**config.mk**
```make
export PLATFORM = sky130hd
export DESIGN_NAME = parallel_load_synth_divider_ctrl
export DESIGN_NICKNAME = d
export VERILOG_FILES = /design/src/common/synth_ctrl_pkg.sv /design/src/design/parallel_load_synth_divider_ctrl.sv
export SDC_FILE = /design/constraint.sdc
export NUM_CORES = 1
export LEC_CHECK = 0
export BUFFER_PORTS_ARGS = -buffer_cell sky130_fd_sc_hd__buf_4
export CORE_ASPECT_RATIO = 0.5
export CORE_MARGIN = 2
export CORE_UTILIZATION = 40
export CTS_BUF_LIST = sky130_fd_sc_hd__clkbuf_16
export CTS_CLUSTER_DIAMETER = 80
export DETAILED_ROUTE_END_ITERATION = 10
export GPL_ROUTABILITY_DRIVEN = 0
export MAX_ROUTING_LAYER = met4
export RECOVER_POWER = 25
export SETUP_SLACK_MARGIN = 0.4
export SYNTH_ARGS = -nofsm -noshare
export SYNTH_HDL_FRONTEND = slang
export SYNTH_SLANG_ARGS = --single-unit
```
**constraint.sdc**
```tcl
create_clock -name clock_in -period 3.7 [get_ports clock_in]
set_input_delay 0.74 -clock clock_in [delete_from_list [all_inputs] [get_ports clock_in]]
set_output_delay 0.74 -clock clock_in [all_outputs]
set_load 0.01 [all_outputs]
```
**src/common/synth_ctrl_pkg.sv**
```systemverilog
// Package with constants and carrier types for the parallel load synthesiser control.
package synth_ctrl_pkg;

    // =====================================================================
    // Word layouts
    // =====================================================================
    localparam int WORD_W = 16;
    localparam int SWALLOW_LSB = 0;
    localparam int SWALLOW_W = 3;
    localparam int MAIN_LSB = 3;
    localparam int MAIN_W = 11;
    localparam int GAIN_LSB = 14;
    localparam int GAIN_W = 2;
    localparam int REF_LSB = 0;
    localparam int REF_W = 10;
    localparam int PD_ENABLE_BIT = 11;
    localparam int PD_SENSE_BIT = 12;

    // =====================================================================
    // Reset values and counts
    // =====================================================================
    localparam logic [15:0] RF_WORD_RESET = 16'hffff;
    localparam logic [15:0] REF_WORD_RESET = 16'hffff;
    localparam int PRESCALE_LOW = 8;
    localparam int PRESCALE_HIGH = 9;
    localparam logic [3:0] PRESCALE_LOW_LAST = 4'h7;
    localparam logic [3:0] PRESCALE_HIGH_LAST = 4'h8;

    // =====================================================================
    // Carrier types
    // =====================================================================
    typedef struct packed {
        logic [1:0] gain;
        logic [10:0] main_count;
        logic [2:0] swallow_count;
    } rf_word_s;

    typedef struct packed {
        logic [2:0] spare;
        logic pd_sense;
        logic pd_enable;
        logic spare_bit;
        logic [9:0] ref_count;
    } ref_word_s;

    typedef struct packed {
        logic pump_up;
        logic pump_down;
        logic pump_enable;
    } pump_s;

endpackage

```
**src/design/parallel_load_synth_divider_ctrl.sv**
```systemverilog
// Parallel programming port, dividers and phase detector control of the synthesiser.
`timescale 1ns/1ps
// Notes on behaviour
// Full programming takes two 16-bit words: RF divider word and reference word.
// Writing only the RF word keeps the stored reference settings.
// Address high (or floating) selects the RF divider buffer.
// Address low selects the reference divider buffer.
// Floating data bus inputs read as one.
// Selected buffer follows the bus while strobe high, holds while low.
// Data is captured at strobe fall; host keeps address and data stable.
// Strobe high (or floating) holds counters in reset and disables pump.
// Strobe low loads counters and control, runs counters, enables pump; the pump is enabled only when reference bit 11 is also set.
// Reference bit 12 set and RF phase leading makes the pump sink.
// RF divider output pulse lasts eight RF input cycles.
// Reference output pulse lasts one reference input high period.
// Lock indicator sink is on whenever lock detect reports lock.
// RF ratio is main times modulus plus swallow.
// Prescaler divides by nine while swallowing, then eight; both reload together.
module parallel_load_synth_divider_ctrl (
    // Clock and reset
    input wire logic clock_in,
    input wire logic sys_rst_in,
    // Host programming port; open pins are modelled by the pad as ones
    input wire logic [15:0] data_bus_in,
    input wire logic address_in,
    input wire logic strobe_in,
    // Divider inputs, one enable per input cycle
    input wire logic rf_cycle_in,
    input wire logic ref_cycle_in,
    input wire logic ref_high_in,
    // Lock detect
    input wire logic lock_report_in,
    // Outputs
    output logic rf_divided_pulse_out,
    output logic ref_divided_pulse_out,
    output logic pump_sink_out,
    output logic pump_source_out,
    output logic pump_enable_out,
    output logic lock_sink_out,
    output logic [1:0] gain_out
);

    // =====================================================================
    // Programming buffers
    // =====================================================================
    // unwritten bits read one
    synth_ctrl_pkg::rf_word_s rf_buf_reg;
    synth_ctrl_pkg::ref_word_s ref_buf_reg;

    // transparent buffers
    always_ff @(posedge clock_in) begin
        if (sys_rst_in) begin
            rf_buf_reg <= synth_ctrl_pkg::RF_WORD_RESET;
        end else if (strobe_in && address_in) begin
            // RF buffer select
            rf_buf_reg <= data_bus_in;
        end
    end

    // reference kept
    always_ff @(posedge clock_in) begin
        if (sys_rst_in) begin
            ref_buf_reg <= synth_ctrl_pkg::REF_WORD_RESET;
        end else if (strobe_in && !address_in) begin
            // reference buffer select
            ref_buf_reg <= data_bus_in;
        end
    end

    // last sample before the strobe falls is what is held.
    // two words form the full setting.
    logic run;
    assign run = !strobe_in;

    // =====================================================================
    // Control register loaded while running
    // =====================================================================
    logic [1:0] gain_reg;
    logic pd_sense_reg;
    logic pd_enable_reg;

    // control register load
    always_ff @(posedge clock_in) begin
        if (sys_rst_in) begin
            gain_reg <= 2'h0;
            pd_sense_reg <= 1'b0;
            pd_enable_reg <= 1'b0;
        end else if (run) begin
            gain_reg <= rf_buf_reg.gain;
            pd_sense_reg <= ref_buf_reg.pd_sense;
            pd_enable_reg <= ref_buf_reg.pd_enable;
        end
    end
    assign gain_out = gain_reg;

    // =====================================================================
    // RF divider: dual modulus prescaler with swallow and main counters
    // =====================================================================
    logic [3:0] pre_reg;
    logic [2:0] swallow_reg;
    logic [10:0] main_reg;
    logic [2:0] pulse_cnt_reg;
    logic rf_pulse_reg;
    logic pre_last;
    logic swallowing;

    assign swallowing = (swallow_reg != 3'h0);
    assign pre_last = swallowing ? (pre_reg == synth_ctrl_pkg::PRESCALE_HIGH_LAST)
                                 : (pre_reg == synth_ctrl_pkg::PRESCALE_LOW_LAST);

    // ratio main times eight plus swallow
    always_ff @(posedge clock_in) begin
        if (sys_rst_in || !run) begin
            // counters held in reset
            pre_reg <= 4'h0;
            swallow_reg <= rf_buf_reg.swallow_count;
            main_reg <= rf_buf_reg.main_count;
        end else if (rf_cycle_in) begin
            if (pre_last) begin
                pre_reg <= 4'h0;
                // reload both at cycle end
                if (main_reg <= 11'h1) begin
                    swallow_reg <= rf_buf_reg.swallow_count;
                    main_reg <= rf_buf_reg.main_count;
                end else begin
                    main_reg <= main_reg - 11'h1;
                    if (swallowing) begin
                        swallow_reg <= swallow_reg - 3'h1;
                    end
                end
            end else begin
                pre_reg <= pre_reg + 4'h1;
            end
        end
    end

    // eight cycle output pulse
    always_ff @(posedge clock_in) begin
        if (sys_rst_in || !run) begin
            rf_pulse_reg <= 1'b0;
            pulse_cnt_reg <= 3'h0;
        end else if (rf_cycle_in) begin
            if (pre_last && main_reg <= 11'h1) begin
                rf_pulse_reg <= 1'b1;
                pulse_cnt_reg <= 3'h0;
            end else if (rf_pulse_reg) begin
                pulse_cnt_reg <= pulse_cnt_reg + 3'h1;
                if (pulse_cnt_reg == 3'h7) begin
                    rf_pulse_reg <= 1'b0;
                end
            end
        end
    end
    assign rf_divided_pulse_out = rf_pulse_reg;

    // =====================================================================
    // Reference divider
    // =====================================================================
    logic [9:0] ref_cnt_reg;
    logic ref_hit_reg;
    logic ref_pulse_reg;
    logic ref_wrap;

    // A ratio of zero wraps on every input cycle, so it divides by one.
    assign ref_wrap = (ref_cnt_reg + 10'h1 >= ref_buf_reg.ref_count);

    always_ff @(posedge clock_in) begin
        if (sys_rst_in || !run) begin
            ref_cnt_reg <= 10'h0;
            ref_hit_reg <= 1'b0;
        end else if (ref_cycle_in) begin
            if (ref_wrap) begin
                ref_cnt_reg <= 10'h0;
                ref_hit_reg <= 1'b1;
            end else begin
                ref_cnt_reg <= ref_cnt_reg + 10'h1;
                ref_hit_reg <= 1'b0;
            end
        end
    end

    // pulse spans one high period
    always_ff @(posedge clock_in) begin
        if (sys_rst_in || !run) begin
            ref_pulse_reg <= 1'b0;
        end else begin
            // The hit flag is not yet set in the wrapping cycle, so the wrap itself opens the pulse.
            ref_pulse_reg <= ref_high_in && (ref_cycle_in ? ref_wrap : ref_hit_reg);
        end
    end
    assign ref_divided_pulse_out = ref_pulse_reg;

    // =====================================================================
    // Phase detector and charge pump
    // =====================================================================
    logic rf_seen_reg;
    logic ref_seen_reg;
    logic rf_rise;
    logic ref_rise;
    logic rf_prev_reg;
    logic ref_prev_reg;
    synth_ctrl_pkg::pump_s pump_reg;

    assign rf_rise = rf_pulse_reg && !rf_prev_reg;
    assign ref_rise = ref_pulse_reg && !ref_prev_reg;

    always_ff @(posedge clock_in) begin
        if (sys_rst_in || !run) begin
            rf_prev_reg <= 1'b0;
            ref_prev_reg <= 1'b0;
            rf_seen_reg <= 1'b0;
            ref_seen_reg <= 1'b0;
        end else begin
            rf_prev_reg <= rf_pulse_reg;
            ref_prev_reg <= ref_pulse_reg;
            if ((rf_seen_reg || rf_rise) && (ref_seen_reg || ref_rise)) begin
                rf_seen_reg <= 1'b0;
                ref_seen_reg <= 1'b0;
            end else begin
                rf_seen_reg <= rf_seen_reg || rf_rise;
                ref_seen_reg <= ref_seen_reg || ref_rise;
            end
        end
    end

    // sense selects sink direction
    always_ff @(posedge clock_in) begin
        if (sys_rst_in || !run) begin
            pump_reg <= '0;
        end else begin
            pump_reg.pump_enable <= pd_enable_reg;
            pump_reg.pump_down <= 1'b0;
            pump_reg.pump_up <= 1'b0;
            if (rf_seen_reg != ref_seen_reg) begin
                pump_reg.pump_down <= (rf_seen_reg == pd_sense_reg);
                pump_reg.pump_up <= (rf_seen_reg != pd_sense_reg);
            end
        end
    end

    // pump enabled when running and reference bit 11 set
    assign pump_enable_out = pump_reg.pump_enable && run;
    assign pump_sink_out = pump_reg.pump_down && pump_enable_out;
    assign pump_source_out = pump_reg.pump_up && pump_enable_out;

    // =====================================================================
    // Lock indicator
    // =====================================================================
    logic lock_reg;

    // lock sink follows detect
    always_ff @(posedge clock_in) begin
        if (sys_rst_in) begin
            lock_reg <= 1'b0;
        end else begin
            lock_reg <= lock_report_in;
        end
    end
    assign lock_sink_out = lock_reg;

endmodule

```
==> impl_metrics.csv <==
group,metric,value,unit
pwr,ir_worst_vdd,0.286,mV
layout,final_util,47.0,%
setup_path,start_kind,"input pin",
setup_path,cp-startpoint,"sys_rst_in",
clocking,cts_sinks,74,
grt,grt_max_degree,36,
layout,finalNetCount,432,
floorplan,start_util,40.7,%
outcome,status,"complete, no violations",
place,place_hpwl,5.12,mm
synth,synth_warnings,0,
timing,finClkSkew,0.00483,ns
timing,setup_tns,0,ns
layout,fin_cells,512,
setup_path,endpoint,"swallow_reg[0]$_DFFE_PP_",
grt,antenna_found_initial,0,
synth,yosysSeqAreaShare,46.2,%
route,drt-total-wl,7.09,mm
setup_path,required,3.70,ns
grt,overflow,0,
clocking,htreeDepth,3,
timing,rsz0062_at_grt,"false",
timing,setup_viol,0,
setup_path,rr_endpoint,"ref_divided_pulse_out$_SDFF_PP0_",
synth,synth_top_area_share,34.2,%
synth,ys.flop_type,"dfxtp_1",
synth,synth.distinct_cells,42,
setup_path,reg2regPathDepth,10,
synth,postSynthNetCount,406,
timing,post-route-period-util,81.5,%
route,drtAntennaViolNets,0,
floorplan,die-area,9580,µm²
synth,synth.avg_cell_area,9.64,µm²
synth,syn-instance-count,364,
floorplan,coreArea,8620,µm²
timing,finalHoldViolCount,0,
clocking,root_buffer,"clkbuf_16",
synth,synth_seq_cells,74,
clocking,cts_max_path_buffers,2,
grt,grt_first_pass_wirelength,12.2,mm
run,drv_cap,0,
timing,fmax,0.331,GHz
floorplan,die_y,70.2,µm
synth,syn_area,3510,µm²
timing,finalCriticalPeriod,3.02,ns
synth,yosys-top-cells-area,"dfxtp_1 (34%), edfxtp_1 (12%), ha_1 (6.4%)",
clocking,cts_hold_buf,0,
setup_path,cp_cell_sequence,"clkbuf_1 -> or2_2 -> nor2_1 -> buf_4 -> a22oi_1",
layout,syn_to_final_growth,15.3,%
setup_path,path_max_fanout,35,
synth,synthArstFlopShare,0,%
synth,synth_top_area_cell,"dfxtp_1",
worst_hold_path,hold_class,"flip-flop to flip-flop",
layout,drive_gt1_share,13.7,%
route,wire_per_inst,13.8,µm
grt,grt.total_usage,16.6,%
route,first_pass_iters,4,
clocking,cts_tree,"built",
place,dp.cells,496,
route,num_vias,2656,
setup_path,criticalPathCategory,"input pin to flip-flop",
timing,slew_viol_final,0,
pwr,p_per_area,447,nW/µm²
layout,largest_reg_flops,16,
timing,worstMarginPinSlew,1.42,ns
clocking,clk_pin_slew,0.05,ns
synth,yosysMostFrequentCell,"dfxtp_1",
route,vias_per_cell,5.19,
setup_path,crit_path_end_kind,"flip-flop",
setup_path,worst-path-stages,5,
setup_path,cp_slowest_cell,"clkbuf_1",
clocking,cts_buffers,9,
clocking,clk_latency,0.33,ns
layout,n_antenna_cell,0,
pwr,power.leakage,1.73,nW
floorplan,row_count,24,
setup_path,cpLargestDelayFamily,"buffers and inverters",
floorplan,ios,32,
synth,synth_common_cells,"dfxtp_1 (60), nor2_1 (49), a211o_1 (25), a21oi_1 (23), nand2_1 (21)",
setup_path,r2r_start,"ref_cnt_reg[0]$_SDFFE_PP0P_",
route,drc,0,
floorplan,fp.dieW,136,µm
clocking,cts.repair.resized,0,
place,portBuffers,31,
route,drt_iter0_markers,188,
setup_path,cpPeakStageDelay,1.01,ns
grt,grt_pass1_vias,2553,
synth,synth-edff-count,14,
setup_path,reg2reg_slack,0.93,ns
timing,slew-limit-headroom,5.12,%
setup_path,critPathBufInv,2,
setup_path,cp.arrival,3.01,ns
clocking,cts_setup_buffers,0,
## worst min path at each step
stage / from / end / slack, ns / cells after the start
5_1_grt: rf_buf_reg[15]$_SDFFE_PP1P_ / rf_buf_reg[15]$_SDFFE_PP1P_ / 0.49 / 1
2_1_floorplan: pd_enable_reg$_SDFFE_PP0N_ / pump_reg[0]$_SDFF_PP0_ / 0.43 / 1
3_3_place_gp: rf_buf_reg[4]$_SDFFE_PP1P_ / rf_buf_reg[4]$_SDFFE_PP1P_ / 0.45 / 1
6_report: rf_buf_reg[5]$_SDFFE_PP1P_ / rf_buf_reg[5]$_SDFFE_PP1P_ / 0.46 / 1
4_1_cts: rf_buf_reg[5]$_SDFFE_PP1P_ / rf_buf_reg[5]$_SDFFE_PP1P_ / 0.47 / 1
3_5_place_dp: rf_buf_reg[5]$_SDFFE_PP1P_ / rf_buf_reg[5]$_SDFFE_PP1P_ / 0.46 / 1
## layout by cell type, fill, tap and decap left out, types with 3 or more instances in the layout
cell | netlist | routed
dfxtp_1 | 60 | 60
nor2_1 | 49 | 49
buf_4 | 0 | 29
a211o_1 | 25 | 25
a21oi_1 | 23 | 23
nand2_1 | 21 | 21
and3_1 | 19 | 19
ha_1 | 18 | 18
inv_1 | 17 | 17
edfxtp_1 | 14 | 14
xor2_1 | 9 | 9
xnor2_1 | 9 | 9
a32oi_1 | 9 | 9
clkbuf_16 | 0 | 9
nand3_1 | 6 | 6
nand4_1 | 6 | 6
nor3_1 | 6 | 6
nand3b_1 | 6 | 6
o21ai_0 | 6 | 6
mux2i_1 | 5 | 5
clkbuf_1 | 10 | 5
nor2b_1 | 4 | 4
and2_1 | 6 | 4
nor3b_1 | 3 | 3
or3b_2 | 3 | 3
clkinv_1 | 0 | 3
## layout make-up
type | instances | area [µm²]
Fill cell | 786 | 4570
Multi-Input combinational cell | 254 | 1720
Sequential cell | 74 | 1620
Timing Repair Buffer | 34 | 236
Clock buffer | 9 | 225
Tap cell | 117 | 146
Inverter | 17 | 63.8
Clock inverter | 7 | 36.3
## cell families after synthesis
kind of cell | after synthesis | synth area share, %
multiplexers | 5 | 1.43
AND/OR/NAND/NOR | 137 | 20.2
buffers and inverters | 36 | 4.88
flip-flops | 74 | 46.2
XOR/XNOR | 18 | 4.49
AO/OA/AOI/OAI | 76 | 16.4
adder cells (fa/ha/maj) | 18 | 6.42
## per-layer routing
metal  part of all wire [%]  wire [µm]  vias up  track usage, %
li1                       -          -     1354               -
met1                     50       3520     1266            20.7
met2                     46       3280       29            25.7
met3                    3.1        222        7            6.10
met4                   0.97         69        0            4.05
met5                      0          0        -               -
## where the power goes
part / switching, W / internal (W)
registers: 0.0000277 / 0.000866
clock network: 0.000320 / 0.000443
logic: 0.0000824 / 0.0000691
total: 0.000430 / 0.00138
## stage by stage
| stage | area [µm²] | hold WS [ns] | setup slack, ns | power, W |
|---|---|---|---|---|
| 2_1_floorplan | 3510 | 0.430 | 1.42 | 0.00101 |
| 3_3_place_gp | 3800 | 0.449 | 1.05 | 0.00106 |
| 3_5_place_dp | 3800 | 0.456 | 0.924 | 0.00106 |
| 4_1_cts | 4070 | 0.468 | 0.915 | 0.00183 |
| 5_1_grt | 4050 | 0.485 | 0.464 | 0.00189 |
| 6_report | 4050 | 0.464 | 0.683 | 0.00181 |
(Power assumes the default switching activity.)
